--- src/qmrp_defs.svh ---
`ifndef QMRP_DEFS_SVH
`define QMRP_DEFS_SVH

// ==============================================================
// serial opcodes
`define QMRP_OP_WREN 8'h06
`define QMRP_OP_WRDI 8'h04
`define QMRP_OP_QEN 8'h38
`define QMRP_OP_QDIS 8'hFF
`define QMRP_OP_SETRP 8'hC0
`define QMRP_OP_SBW 8'h77
`define QMRP_OP_FREAD 8'h0B
`define QMRP_OP_QIOR 8'hEB
`define QMRP_OP_WRAPRD 8'h0C
`define QMRP_OP_RSTEN 8'h66
`define QMRP_OP_RST 8'h99
`define QMRP_OP_SFDP 8'h5A

// ==============================================================
// dummy clocks and wrap
`define QMRP_DUM_4 4'h4
`define QMRP_DUM_6 4'h6
`define QMRP_DUM_8 4'h8
`define QMRP_DUM_STD 4'h8
`define QMRP_DUM_SFDP 4'h8
`define QMRP_WRAP_BASE 24'h000008
`define QMRP_ADDR_BYTES 2'h2
`define QMRP_SBW_BYTES 2'h3
`define QMRP_STEP_STD 3'h1
`define QMRP_STEP_QUAD 3'h4

// ==============================================================
// pins
`define QMRP_PIN_INIT 6'h20
`define QMRP_OEN_OFF 4'hF
`define QMRP_OEN_SO 4'hD
`define QMRP_OEN_ALL 4'h0

// ==============================================================
// timing
`define QMRP_CLK_NS 4
`define QMRP_TRST_NS 30000

// ==============================================================
// apb map and fields
`define QMRP_REG_CTRL 12'h000
`define QMRP_REG_STAT 12'h004
`define QMRP_CTRL_QE 0
`define QMRP_CTRL_SUS 1
`define QMRP_ST_QUAD 0
`define QMRP_ST_WEL 1
`define QMRP_ST_SUS 2
`define QMRP_ST_BUSY 3
`define QMRP_ST_ARM 4
`define QMRP_ST_RP 8
`define QMRP_ST_WRAP 16
`define QMRP_ST_WLEN 20
`define QMRP_ST_MODE 24

`endif

--- src/qmrp_pkg.sv ---
package qmrp_pkg;
	// ==============================================================
	// engine states
	typedef enum {
		ST_IDLE,
		ST_OPC,
		ST_ADDR,
		ST_MODE,
		ST_DUMMY,
		ST_DIN,
		ST_DOUT,
		ST_HOLD,
		ST_SKIP
	} qmrp_state_e;

	// ==============================================================
	// pin bundles
	typedef struct packed {
		logic csN;
		logic sclk;
		logic [3:0] io;
	} qmrp_pins_s;

	typedef struct packed {
		logic [3:0] ioOut;
		logic [3:0] ioOeN;
	} qmrp_drive_s;
endpackage : qmrp_pkg

--- src/qmrp_pin_sync.sv ---
module qmrp_pin_sync #(
	parameter int W = 6,
	parameter logic [W-1:0] INIT = '0
) (
	input wire logic clock,
	input wire logic resetn,
	input wire logic [W-1:0] pinIn,
	output logic [W-1:0] pinOut
);
	// ==============================================================
	// three stages; a level counts once stages two and three agree
	logic [W-1:0] s1_r, s2_r, s3_r, stable_r;
	logic [W-1:0] stable_nxt;

	// only s2/s3 are looked at, s1 feeds s2 alone
	always_comb begin
		for (int i = 0; i < W; i++) begin
			stable_nxt[i] = (s2_r[i] == s3_r[i]) ? s3_r[i] : stable_r[i];
		end
	end

	always_ff @(posedge clock) begin
		if (!resetn) begin
			s1_r <= INIT;
			s2_r <= INIT;
			s3_r <= INIT;
			stable_r <= INIT;
		end else begin
			s1_r <= pinIn;
			s2_r <= s1_r;
			s3_r <= s2_r;
			stable_r <= stable_nxt;
		end
	end

	assign pinOut = stable_r;
endmodule : qmrp_pin_sync

--- src/qmrp_sfdp_rom.sv ---
`include "qmrp_defs.svh"

module qmrp_sfdp_rom #(
	parameter logic [7:0] MAKER_ID = 8'h3D // arbitrary value
) (
	input wire logic [23:0] addr,
	output logic [7:0] data
);
	// ==============================================================
	// header bytes; tables beyond the headers read as erased
	always_comb begin
		case (addr)
			24'h000000: data = 8'h53;
			24'h000001: data = 8'h46;
			24'h000002: data = 8'h44;
			24'h000003: data = 8'h50;
			24'h000004: data = 8'h00;
			24'h000005: data = 8'h01;
			24'h000006: data = 8'h01;
			24'h000008: data = 8'h00;
			24'h000009: data = 8'h00;
			24'h00000A: data = 8'h01;
			24'h00000B: data = 8'h09;
			24'h00000C: data = 8'h30;
			24'h00000D: data = 8'h00;
			24'h00000E: data = 8'h00;
			24'h000010: data = MAKER_ID;
			24'h000011: data = 8'h00;
			24'h000012: data = 8'h01;
			24'h000013: data = 8'h03;
			24'h000014: data = 8'h60;
			24'h000015: data = 8'h00;
			24'h000016: data = 8'h00;
			default: data = 8'hFF;
		endcase
	end
endmodule : qmrp_sfdp_rom

--- src/qmrp_cmd_engine.sv ---
`include "qmrp_defs.svh"

module qmrp_cmd_engine
	import qmrp_pkg::*;
#(
	parameter int RST_NS = `QMRP_TRST_NS,
	parameter int AW = 12,
	parameter logic [7:0] MAKER_ID = 8'h3D // arbitrary value
) (
	input wire logic clock,
	input wire logic resetn,
	input wire logic psel,
	input wire logic penable,
	input wire logic pwrite,
	input wire logic [AW-1:0] paddr,
	input wire logic [31:0] pwdata,
	output logic [31:0] prdata,
	output logic pready,
	output logic pslverr,
	input wire qmrp_pins_s pinIn,
	output qmrp_drive_s pinDrive,
	output logic [23:0] memAddr,
	input wire logic [7:0] memData,
	output logic quadMode
);
	// ==============================================================
	// timing
	localparam int RST_CYC = (RST_NS + `QMRP_CLK_NS - 1) / `QMRP_CLK_NS;
	localparam int BW = $clog2(RST_CYC + 1);
	localparam logic [BW-1:0] RST_LOAD = BW'(RST_CYC);

	// ==============================================================
	// pin sampling
	logic [5:0] pinSync;
	logic csN, sclk;
	logic [3:0] ioIn;
	logic [7:0] romData;

	qmrp_pin_sync #(.W(6), .INIT(`QMRP_PIN_INIT)) u_sync (
		.clock(clock),
		.resetn(resetn),
		.pinIn({pinIn.csN, pinIn.sclk, pinIn.io}),
		.pinOut(pinSync)
	);

	assign csN = pinSync[5];
	assign sclk = pinSync[4];
	assign ioIn = pinSync[3:0];

	// ==============================================================
	// state
	qmrp_state_e state_r, state_nxt;
	logic [23:0] addr_r, addr_nxt;
	logic [7:0] opc_r, opc_nxt, sh_r, sh_nxt, outSh_r, outSh_nxt;
	logic [7:0] rp_r, rp_nxt, modeBits_r, modeBits_nxt;
	logic [2:0] bitCnt_r, bitCnt_nxt, outCnt_r, outCnt_nxt;
	logic [2:0] wrapBits_r, wrapBits_nxt;
	logic [1:0] byteCnt_r, byteCnt_nxt, wrapLen_r, wrapLen_nxt;
	logic [3:0] cnt_r, cnt_nxt;
	logic quad_r, quad_nxt, wel_r, wel_nxt, sus_r, sus_nxt, qe_r, qe_nxt;
	logic arm_r, arm_nxt, sclkD_r, csD_r;
	logic [BW-1:0] busy_r, busy_nxt;
	logic [31:0] prdata_r, prdata_nxt, statWord;

	qmrp_sfdp_rom #(.MAKER_ID(MAKER_ID)) u_rom (
		.addr(addr_r),
		.data(romData)
	);

	// ==============================================================
	// helpers
	function automatic qmrp_state_e decodeOp(input logic [7:0] op, input logic q);
		case (op)
			`QMRP_OP_WREN, `QMRP_OP_WRDI: decodeOp = ST_HOLD;
			`QMRP_OP_RSTEN, `QMRP_OP_RST: decodeOp = ST_HOLD;
			`QMRP_OP_QEN: decodeOp = q ? ST_SKIP : ST_HOLD;
			`QMRP_OP_QDIS: decodeOp = q ? ST_HOLD : ST_SKIP;
			`QMRP_OP_FREAD, `QMRP_OP_SFDP: decodeOp = ST_ADDR;
			`QMRP_OP_WRAPRD, `QMRP_OP_QIOR: decodeOp = q ? ST_ADDR : ST_SKIP;
			`QMRP_OP_SETRP: decodeOp = q ? ST_DIN : ST_SKIP;
			`QMRP_OP_SBW: decodeOp = q ? ST_SKIP : ST_DIN;
			default: decodeOp = ST_SKIP;
		endcase
	endfunction : decodeOp

	// dummy clocks per command; quad reads follow the read parameters
	function automatic logic [3:0] dummyFor(input logic [7:0] op, input logic q,
		input logic [7:0] rp);
		if (op == `QMRP_OP_SFDP || !q) begin
			dummyFor = (op == `QMRP_OP_SFDP) ? `QMRP_DUM_SFDP : `QMRP_DUM_STD;
		end else begin
			case (rp[5:4])
				2'h2: dummyFor = `QMRP_DUM_6;
				2'h3: dummyFor = `QMRP_DUM_8;
				default: dummyFor = `QMRP_DUM_4;
			endcase
		end
	endfunction : dummyFor

	logic sclkRise, sclkFall, csRise, csFall, busy, byteDone, wrapOn;
	logic [2:0] step, bitNew;
	logic [7:0] shNew, outByte;
	logic [23:0] wrapMask, addrInc;

	assign sclkRise = sclk & ~sclkD_r;
	assign sclkFall = ~sclk & sclkD_r;
	assign csRise = csN & ~csD_r;
	assign csFall = ~csN & csD_r;
	assign busy = (busy_r != '0);
	assign step = quad_r ? `QMRP_STEP_QUAD : `QMRP_STEP_STD;
	assign shNew = quad_r ? {sh_r[3:0], ioIn} : {sh_r[6:0], ioIn[0]};
	assign bitNew = bitCnt_r + step;
	assign byteDone = (bitNew == 3'h0);
	assign outByte = (opc_r == `QMRP_OP_SFDP) ? romData : memData;
	// window mask from the one shared wrap length
	assign wrapMask = (`QMRP_WRAP_BASE << wrapLen_r) - 24'h000001;
	assign wrapOn = quad_r && (opc_r == `QMRP_OP_WRAPRD);
	assign addrInc = addr_r + 24'h000001;

	// status word seen over apb
	always_comb begin
		statWord = '0;
		statWord[`QMRP_ST_QUAD] = quad_r;
		statWord[`QMRP_ST_WEL] = wel_r;
		statWord[`QMRP_ST_SUS] = sus_r;
		statWord[`QMRP_ST_BUSY] = busy;
		statWord[`QMRP_ST_ARM] = arm_r;
		statWord[`QMRP_ST_RP +: 8] = rp_r;
		statWord[`QMRP_ST_WRAP +: 3] = wrapBits_r;
		statWord[`QMRP_ST_WLEN +: 2] = wrapLen_r;
		statWord[`QMRP_ST_MODE +: 8] = modeBits_r;
	end

	// ==============================================================
	// next-state logic for apb and serial engine
	always_comb begin
		state_nxt = state_r;
		addr_nxt = addr_r;
		opc_nxt = opc_r;
		sh_nxt = sh_r;
		outSh_nxt = outSh_r;
		rp_nxt = rp_r;
		modeBits_nxt = modeBits_r;
		bitCnt_nxt = bitCnt_r;
		outCnt_nxt = outCnt_r;
		wrapBits_nxt = wrapBits_r;
		byteCnt_nxt = byteCnt_r;
		wrapLen_nxt = wrapLen_r;
		cnt_nxt = cnt_r;
		quad_nxt = quad_r;
		wel_nxt = wel_r;
		sus_nxt = sus_r;
		qe_nxt = qe_r;
		arm_nxt = arm_r;
		busy_nxt = busy ? busy_r - BW'(1) : busy_r;
		prdata_nxt = prdata_r;

		// apb: read data latched in setup, write lands in access
		if (psel && !penable) begin
			case (paddr)
				`QMRP_REG_CTRL: begin
					prdata_nxt = '0;
					prdata_nxt[`QMRP_CTRL_QE] = qe_r;
					prdata_nxt[`QMRP_CTRL_SUS] = sus_r;
				end
				`QMRP_REG_STAT: prdata_nxt = statWord;
				default: prdata_nxt = '0;
			endcase
		end
		if (psel && penable && pwrite && paddr == `QMRP_REG_CTRL) begin
			qe_nxt = pwdata[`QMRP_CTRL_QE];
			sus_nxt = pwdata[`QMRP_CTRL_SUS];
		end

		if (csRise) begin
			// frame end: single-byte commands act only on a clean 8-bit frame
			state_nxt = ST_IDLE;
			arm_nxt = (state_r == ST_HOLD) && (opc_r == `QMRP_OP_RSTEN);
			if (state_r == ST_HOLD) begin
				case (opc_r)
					`QMRP_OP_WREN: wel_nxt = 1'b1;
					`QMRP_OP_WRDI: wel_nxt = 1'b0;
					`QMRP_OP_QEN: quad_nxt = qe_r;
					`QMRP_OP_QDIS: quad_nxt = 1'b0;
					`QMRP_OP_RST: begin
						if (arm_r) begin
							wel_nxt = 1'b0;
							sus_nxt = 1'b0;
							rp_nxt = '0;
							modeBits_nxt = '0;
							wrapBits_nxt = '0;
							wrapLen_nxt = '0;
							quad_nxt = 1'b0;
							busy_nxt = RST_LOAD;
						end
					end
					default: ;
				endcase
			end
		end else if (csFall) begin
			// a frame opened during recovery is dropped whole
			state_nxt = busy ? ST_SKIP : ST_OPC;
			bitCnt_nxt = '0;
			byteCnt_nxt = '0;
			cnt_nxt = '0;
			outCnt_nxt = '0;
			outSh_nxt = '0;
		end else if (sclkRise) begin
			case (state_r)
				ST_OPC: begin
					sh_nxt = shNew;
					bitCnt_nxt = bitNew;
					if (byteDone) begin
						opc_nxt = shNew;
						state_nxt = decodeOp(shNew, quad_r);
					end
				end
				ST_ADDR: begin
					sh_nxt = shNew;
					bitCnt_nxt = bitNew;
					if (byteDone) begin
						addr_nxt = {addr_r[15:0], shNew};
						byteCnt_nxt = byteCnt_r + 2'h1;
						if (byteCnt_r == `QMRP_ADDR_BYTES) begin
							byteCnt_nxt = '0;
							state_nxt = (opc_r == `QMRP_OP_QIOR) ? ST_MODE : ST_DUMMY;
						end
					end
				end
				ST_MODE: begin
					sh_nxt = shNew;
					bitCnt_nxt = bitNew;
					if (byteDone) begin
						modeBits_nxt = shNew;
						state_nxt = ST_DUMMY;
					end
				end
				ST_DUMMY: begin
					cnt_nxt = cnt_r + 4'h1;
					if (cnt_r + 4'h1 == dummyFor(opc_r, quad_r, rp_r)) begin
						state_nxt = ST_DOUT;
					end
				end
				ST_DIN: begin
					sh_nxt = shNew;
					bitCnt_nxt = bitNew;
					if (byteDone) begin
						if (opc_r == `QMRP_OP_SETRP) begin
							rp_nxt = shNew;
							wrapLen_nxt = shNew[1:0];
							state_nxt = ST_SKIP;
						end else begin
							byteCnt_nxt = byteCnt_r + 2'h1;
							if (byteCnt_r == `QMRP_SBW_BYTES) begin
								wrapBits_nxt = shNew[6:4];
								wrapLen_nxt = shNew[6:5];
								state_nxt = ST_SKIP;
							end
						end
					end
				end
				// extra clocks after a single-byte opcode void it
				ST_HOLD: state_nxt = ST_SKIP;
				default: ;
			endcase
		end else if (sclkFall && state_r == ST_DOUT) begin
			// load a byte on each byte boundary, else shift
			outCnt_nxt = outCnt_r + step;
			if (outCnt_r == 3'h0) begin
				outSh_nxt = outByte;
				addr_nxt = wrapOn ? ((addr_r & ~wrapMask) | (addrInc & wrapMask))
					: addrInc;
			end else begin
				outSh_nxt = quad_r ? {outSh_r[3:0], 4'h0} : {outSh_r[6:0], 1'b0};
			end
		end
	end

	// ==============================================================
	// registers
	always_ff @(posedge clock) begin
		if (!resetn) begin
			state_r <= ST_IDLE;
			addr_r <= '0;
			opc_r <= '0;
			sh_r <= '0;
			outSh_r <= '0;
			rp_r <= '0;
			modeBits_r <= '0;
			bitCnt_r <= '0;
			outCnt_r <= '0;
			wrapBits_r <= '0;
			byteCnt_r <= '0;
			wrapLen_r <= '0;
			cnt_r <= '0;
			quad_r <= 1'b0;
			wel_r <= 1'b0;
			sus_r <= 1'b0;
			qe_r <= 1'b0;
			arm_r <= 1'b0;
			busy_r <= '0;
			prdata_r <= '0;
			sclkD_r <= 1'b0;
			csD_r <= 1'b1;
		end else begin
			state_r <= state_nxt;
			addr_r <= addr_nxt;
			opc_r <= opc_nxt;
			sh_r <= sh_nxt;
			outSh_r <= outSh_nxt;
			rp_r <= rp_nxt;
			modeBits_r <= modeBits_nxt;
			bitCnt_r <= bitCnt_nxt;
			outCnt_r <= outCnt_nxt;
			wrapBits_r <= wrapBits_nxt;
			byteCnt_r <= byteCnt_nxt;
			wrapLen_r <= wrapLen_nxt;
			cnt_r <= cnt_nxt;
			quad_r <= quad_nxt;
			wel_r <= wel_nxt;
			sus_r <= sus_nxt;
			qe_r <= qe_nxt;
			arm_r <= arm_nxt;
			busy_r <= busy_nxt;
			prdata_r <= prdata_nxt;
			sclkD_r <= sclk;
			csD_r <= csN;
		end
	end

	// ==============================================================
	// outputs; standard mode answers on io[1] only
	assign pinDrive.ioOut = quad_r ? outSh_r[7:4] : {2'b00, outSh_r[7], 1'b0};
	assign pinDrive.ioOeN = (state_r != ST_DOUT) ? `QMRP_OEN_OFF
		: (quad_r ? `QMRP_OEN_ALL : `QMRP_OEN_SO);
	assign memAddr = addr_r;
	assign quadMode = quad_r;
	assign prdata = prdata_r;
	assign pready = 1'b1;
	assign pslverr = psel && penable && paddr != `QMRP_REG_CTRL && paddr != `QMRP_REG_STAT;
endmodule : qmrp_cmd_engine

--- config.mk ---
export PLATFORM = sky130hd
export DESIGN_NAME = qmrp_cmd_engine
export DESIGN_NICKNAME = d
export VERILOG_FILES = /design/src/qmrp_pkg.sv /design/src/qmrp_pin_sync.sv /design/src/qmrp_sfdp_rom.sv /design/src/qmrp_cmd_engine.sv
export VERILOG_INCLUDE_DIRS = /design/src /design/src/src
export SDC_FILE = /design/constraint.sdc
export NUM_CORES = 1
export LEC_CHECK = 0
export BUFFER_PORTS_ARGS = -buffer_cell sky130_fd_sc_hd__buf_4
export CORE_UTILIZATION = 60
export CTS_BUF_LIST = sky130_fd_sc_hd__clkbuf_4 sky130_fd_sc_hd__clkbuf_8
export CTS_CLUSTER_DIAMETER = 120
export DETAILED_ROUTE_END_ITERATION = 8
export PLACE_DENSITY = 0.84
export SLEW_MARGIN = 25
export SYNTH_ARGS = -nofsm -noshare
export SYNTH_HDL_FRONTEND = slang
export SYNTH_SLANG_ARGS = --single-unit
export TNS_END_PERCENT = 10
--- constraint.sdc ---
create_clock -name clock -period 9.4 [get_ports clock]
set_input_delay 1.88 -clock clock [delete_from_list [all_inputs] [get_ports clock]]
set_output_delay 1.88 -clock clock [all_outputs]
set_load 0.05 [all_outputs]
Yosys cells after proc, flatten, opt, wreduce, memory -nomap -nowiden
Memories as Yosys holds them, arrays and structs flattened. A register that Yosys moved wholly into a read port is not among the register bits.
Cells that the tools add are included.
{"block": "totals", "register_bits": 188, "romBits": 256, "in_bits": 63, "out_inout_bits": 67, "elab_cells": 279, "mem_count": 1}
{"name": "(name not given)", "depth": 32, "width": 8, "rd": 1, "rd_ports_with_merged_regs": 1, "write_ports": 0, "line_no": "qmrp_sfdp_rom.sv:12", "source": "case (addr)"}
{"block": "classes", "n_addsub": 7, "eq_ne": 61, "n_shift": 1, "n_mux": 109, "n_bitwise": 15, "reduce_logical": 54}
{"cell": "2-to-1 mux 32 bit", "n": 10}
{"cell": "case mux 32 bit (6 select lines)", "n": 1}
{"cell": "2-to-1 mux 8 bit", "n": 22}
{"cell": "2-to-1 mux 24 bit", "n": 6}
{"cell": "== test 32 x 3 -> 1 bit (second input constant)", "n": 3}
{"cell": "2-to-1 mux 4 bit", "n": 17}
{"cell": "2-to-1 mux 13 bit", "n": 5}
{"cell": "== test 32 x 2 -> 1 bit (second input constant)", "n": 2}
{"cell": "== test 32 x 4 -> 1 bit (second input constant)", "n": 2}
{"cell": "== test 8 bit (second input constant)", "n": 8}
{"cell": "case mux 32 bit (2 select lines)", "n": 1}
{"cell": "2-to-1 mux 3 bit", "n": 18}
{"cell": "AND 24 bit", "n": 2}
{"cell": "== test 8 x 7 -> 1 bit (second input constant)", "n": 5}
{"cell": "== test 32 x 1 -> 1 bit (second input constant)", "n": 1}
{"cell": "== test 8 x 3 -> 1 bit (second input constant)", "n": 4}
{"cell": "2-to-1 mux 2 bit", "n": 16}
{"cell": "inequality test 32 x 4 -> 1 bit (second input constant)", "n": 1}
{"cell": "case mux 4 bit (7 select lines)", "n": 1}
{"cell": "adder 24 x 1 -> 24 bit (second input constant)", "n": 1}
{"cell": "== test 8 x 4 -> 1 bit (second input constant)", "n": 3}
{"cell": "NOT 24 bit", "n": 1}
{"cell": "bitwise OR 24 bit", "n": 1}
{"cell": "nonzero test 2 bit", "n": 12}
{"cell": "other kinds (42)", "n": 104}

Depth between registers and ports, before layout
{"block": "depth", "ltp_word": 12, "ltp_mapped": 15, "depth_no_buf": 13}

By module
From an unflattened synthesis, not the netlist that was laid out.
{"block": "hier_totals", "cells_unflattened": 992, "area_unflattened_um2": 8167.8}
{"mod": "qmrp_cmd_engine", "n_inst": 1, "cells_per_inst": 878, "area_each_um2": 7111.8, "seq_area_each_um2": 2602.5}
{"mod": "qmrp_pin_sync", "n_inst": 1, "cells_per_inst": 62, "area_each_um2": 724.4, "seq_area_each_um2": 480.5}
{"mod": "qmrp_sfdp_rom", "n_inst": 1, "cells_per_inst": 52, "area_each_um2": 331.6, "seq_area_each_um2": 0.0}

Worst setup path after synthesis
No wires, ideal clock.
{"block": "synth_timing", "path_type": "input to output", "start": "in paddr[5]", "end": "out pslverr", "t_arrival_ps": 2960, "required_time_ps": 7520, "path_slack_ps": 4560, "path_stages": 4, "n_path_buf": 0, "cell_sequence": "nor4_1 nand2_1 nor4_1 nor2_1"}
{"block": "synth_via", "elab_chain_len": 3, "word_cells_on_any_way": 4, "cone_classes": "eq/ne: 1; reduce/logical: 3"}
{"element": "start: declaration", "line_no": "qmrp_cmd_engine.sv:15", "source": "input wire logic [AW-1:0] paddr,"}
{"element": "nonzero test 12 bit (no line)"}
{"element": "logical AND 1 bit (no line)"}
{"element": "logical AND 1 bit (no line) (*)"}
{"element": "end: declaration", "line_no": "qmrp_cmd_engine.sv:19", "source": "output logic pslverr,"}
Every way passes the cells marked *; elsewhere a longest branch is shown, timed or not.

Worst setup path in the final report
Same ends and word-level chain as after synthesis.

==> impl_metrics.tcl <==
set metrics [dict create \
    post-route-period-util_pct 54.3 \
    drive_above_1_share_pct 15.0 \
    postRouteAntennaNets 0 \
    grt_pass1_vias 7296 \
    final-hold-violation-count 0 \
    crit_fanout 5 \
    ioPinCount 130 \
    ys_types 84 \
    ys_top_cells_by_area "dfxtp_1, nor2_1, a21oi_1" \
    antenna_found_initial 0 \
    p_total_mw 1.41 \
    yosys_warnings 0 \
    synth_seq_cells 162 \
    core-area_sq_um 13500 \
    avgViaCountPerCell 6.30 \
    crit_arrival_ns 3.22 \
    setup.worst_path.start_class "input pin" \
    seq_area_frac_synth_pct 38.4 \
    path_class "input pin to output pin" \
    cp_slowest_stage_delay_ns 0.55 \
    worst_slew_pin_slew_ns 0.959 \
    grt_pass1_wl_um 35100 \
    slowest_stage "nor4_1" \
    rr_worst_depth 11 \
    synthArstFlopShare_pct 0 \
    yosys.area.top_type_share_pct 38.4 \
    syn_inst 1043 \
    place.port_buffers 92 \
    finalSetupViolCount 0 \
    gp_congestion 0.961 \
    wl_um 21500 \
    dr_total_vias 8062 \
    avgRoutedWirePerCell_um 16.8 \
    track_usage_pct 30.0 \
    rsz0062_at_grt "no" \
    relSlewSlack_pct 35.6 \
    start_util_pct 62.5 \
    r2r_slack_ns 5.52 \
    syn_to_final_growth_pct 11.8 \
    fin_skew_ns 0.0136 \
    maxCapViolCount 0 \
    firstDrtPassIters 6 \
    crit_start "paddr[5]" \
    crit_chain "buf_4 > nor4_1 > nand2_1 > nor4_1 > nor2_1 > buf_4" \
    slew_viol_final 0 \
    cts_resized 0 \
    dp_hpwl_um 14600 \
    clockBufferDepth 2 \
    die_h_um 121 \
    syn-cell-area_sq_um 8450 \
    ys.flop_type "dfxtp_1" \
    postCtsSetupBuffers 0 \
    p_leak_nw 3.48 \
    dieWidth_um 121 \
    grt_max_degree 75 \
    cts_buffers 17 \
    layout_common_cells "dfxtp_1, nor2_1, buf_4, nand2_1, a21oi_1" \
    cts_sinks 162 \
    holdCritStartpoint "u_sync.s1_r[5]" \
    nFillCells 1111 \
    overflow 0 \
    cts_tree "built" \
    drt_first_iter_violations 888 \
    fmaxAchievable_ghz 0.196 \
    critPathTopFamily "simple AND/OR/NAND/NOR gates" \
    cts_root_buf "clkbuf_8" \
    min_period_ns 5.10 \
    worst-path-stages 6 \
    holdBufCountCts 0 \
    syn_area_per_cell_sq_um 8.10 \
    htree_levels 4 \
    fin_nets 1168 \
    cp.required_ns 7.52 \
    cp-endpoint "pslverr" \
    ir_drop_v 0.000127 \
    cp_num_buf_inv 2 \
    num_antenna_cells 0 \
    drc 0 \
    synth_edf_count 0 \
    setup_tns_ns 0 \
    rows 42 \
    insertion_delay_ns 0.48 \
    die_area_sq_um 14600 \
    cellPowerDensity_nw_per_um2 149 \
    r2r-start "quadMode" \
    cts.clk_slew.worst_paths_ns 0.08 \
    hold_path.class "register to register" \
    crit_path_end_kind "output pin" \
    netlist.top_cell.by_area "dfxtp_1" \
    final_common_cell "dfxtp_1" \
    status "finished clean" \
]
-- layout make-up --
class	instances	area, sq um	area share (%)
multi-input combinational	792	4810	50.9
sequential	162	3240	34.3
timing repair buffer	95	713	7.55
clock buffer	19	255	2.70
tap	176	220	2.33
clock inverter	13	115	1.22
inverter	23	86.3	0.914
-- logic make-up after synthesis --
logic type                 share of synthesized area (%)
buffers and inverters                               4.92
DFF                                                 38.4
adders and majority gates                           2.07
muxes                                               5.08
AOI/OAI and AO/OA                                   20.8
and+or+nand+nor                                     26.6
xor gates and xnor gates                            2.03
other                                             0.0889
-- worst min-delay path by stage --
stage,endpoint,cells past startpoint
2_1_floorplan,u_sync.s2_r[5],1
3_5_place_dp,u_sync.s2_r[5],1
5_1_grt,u_sync.s2_r[4],1
6_report,u_sync.s2_r[5],1
3_3_place_gp,u_sync.s2_r[5],1
4_1_cts,u_sync.s2_r[5],1
-- metrics by stage --
| stage | util, % | instance area [sq um] | std cells | setup slack (ns) | hold WS, ns |
|---|---|---|---|---|---|
| 2_1_floorplan | - | 8470 | 1048 | 4.56 | 0.386 |
| 3_5_place_dp | 67.2 | 9070 | 1248 | 4.28 | 0.405 |
| 5_1_grt | 69.9 | 9450 | 1280 | 4.09 | 0.461 |
| 3_3_place_gp | 67.2 | 9070 | 1248 | 4.31 | 0.388 |
| 6_report | 69.9 | 9450 | 1280 | 4.30 | 0.425 |
| 4_1_cts | 69.9 | 9440 | 1280 | 4.29 | 0.426 |
-- routing by layer --
metal  global-route usage (%)  wire length (um)
met4                     11.5               479
met5                        0                 0
met1                     39.6              9330
met3                     5.90              1530
met2                     48.3             10100
-- power breakdown --
part | switching (mW) | internal, mW | total, mW | leakage, nW
Sequential | 0.0198 | 0.712 | 0.732 | 1.31
Clock | 0.285 | 0.202 | 0.487 | 0.187
Combinational | 0.104 | 0.0844 | 0.189 | 1.99
Total | 0.409 | 0.998 | 1.41 | 3.48
-- synthesized netlist by cell type, types with 8 or more instances --
cell and instances:
a211oi_1 14, a21oi_1 72, a22oi_1 29, a31oi_1 11, and2_1 26, and3_1 18
buf_2 11, buf_4 11, clkbuf_1 45, dfxtp_1 162, ha_1 14, inv_1 21
mux2i_1 35, nand2_1 89, nand2b_1 15, nand3_1 25, nand4_1 12, nor2_1 153
nor3_1 25, nor3b_1 8, nor4_1 16, o211ai_1 9, o21ai_0 56, o31ai_1 10
or3_1 8, xnor2_1 11
-- worst reg2reg max path, stage by stage, from the launching register on --
cell	delay, ns
dfxtp_2	0.36
clkinv_1	0.32
ha_1	0.34
ha_1	0.29
nor2_1	0.24
and4_4	0.29
a22o_1	0.42
mux2i_1	0.44
nor2_1	0.13
ha_1	0.35
or4_4	0.54
o2111ai_2	0.09
Power figures use the tool's default switching activity.
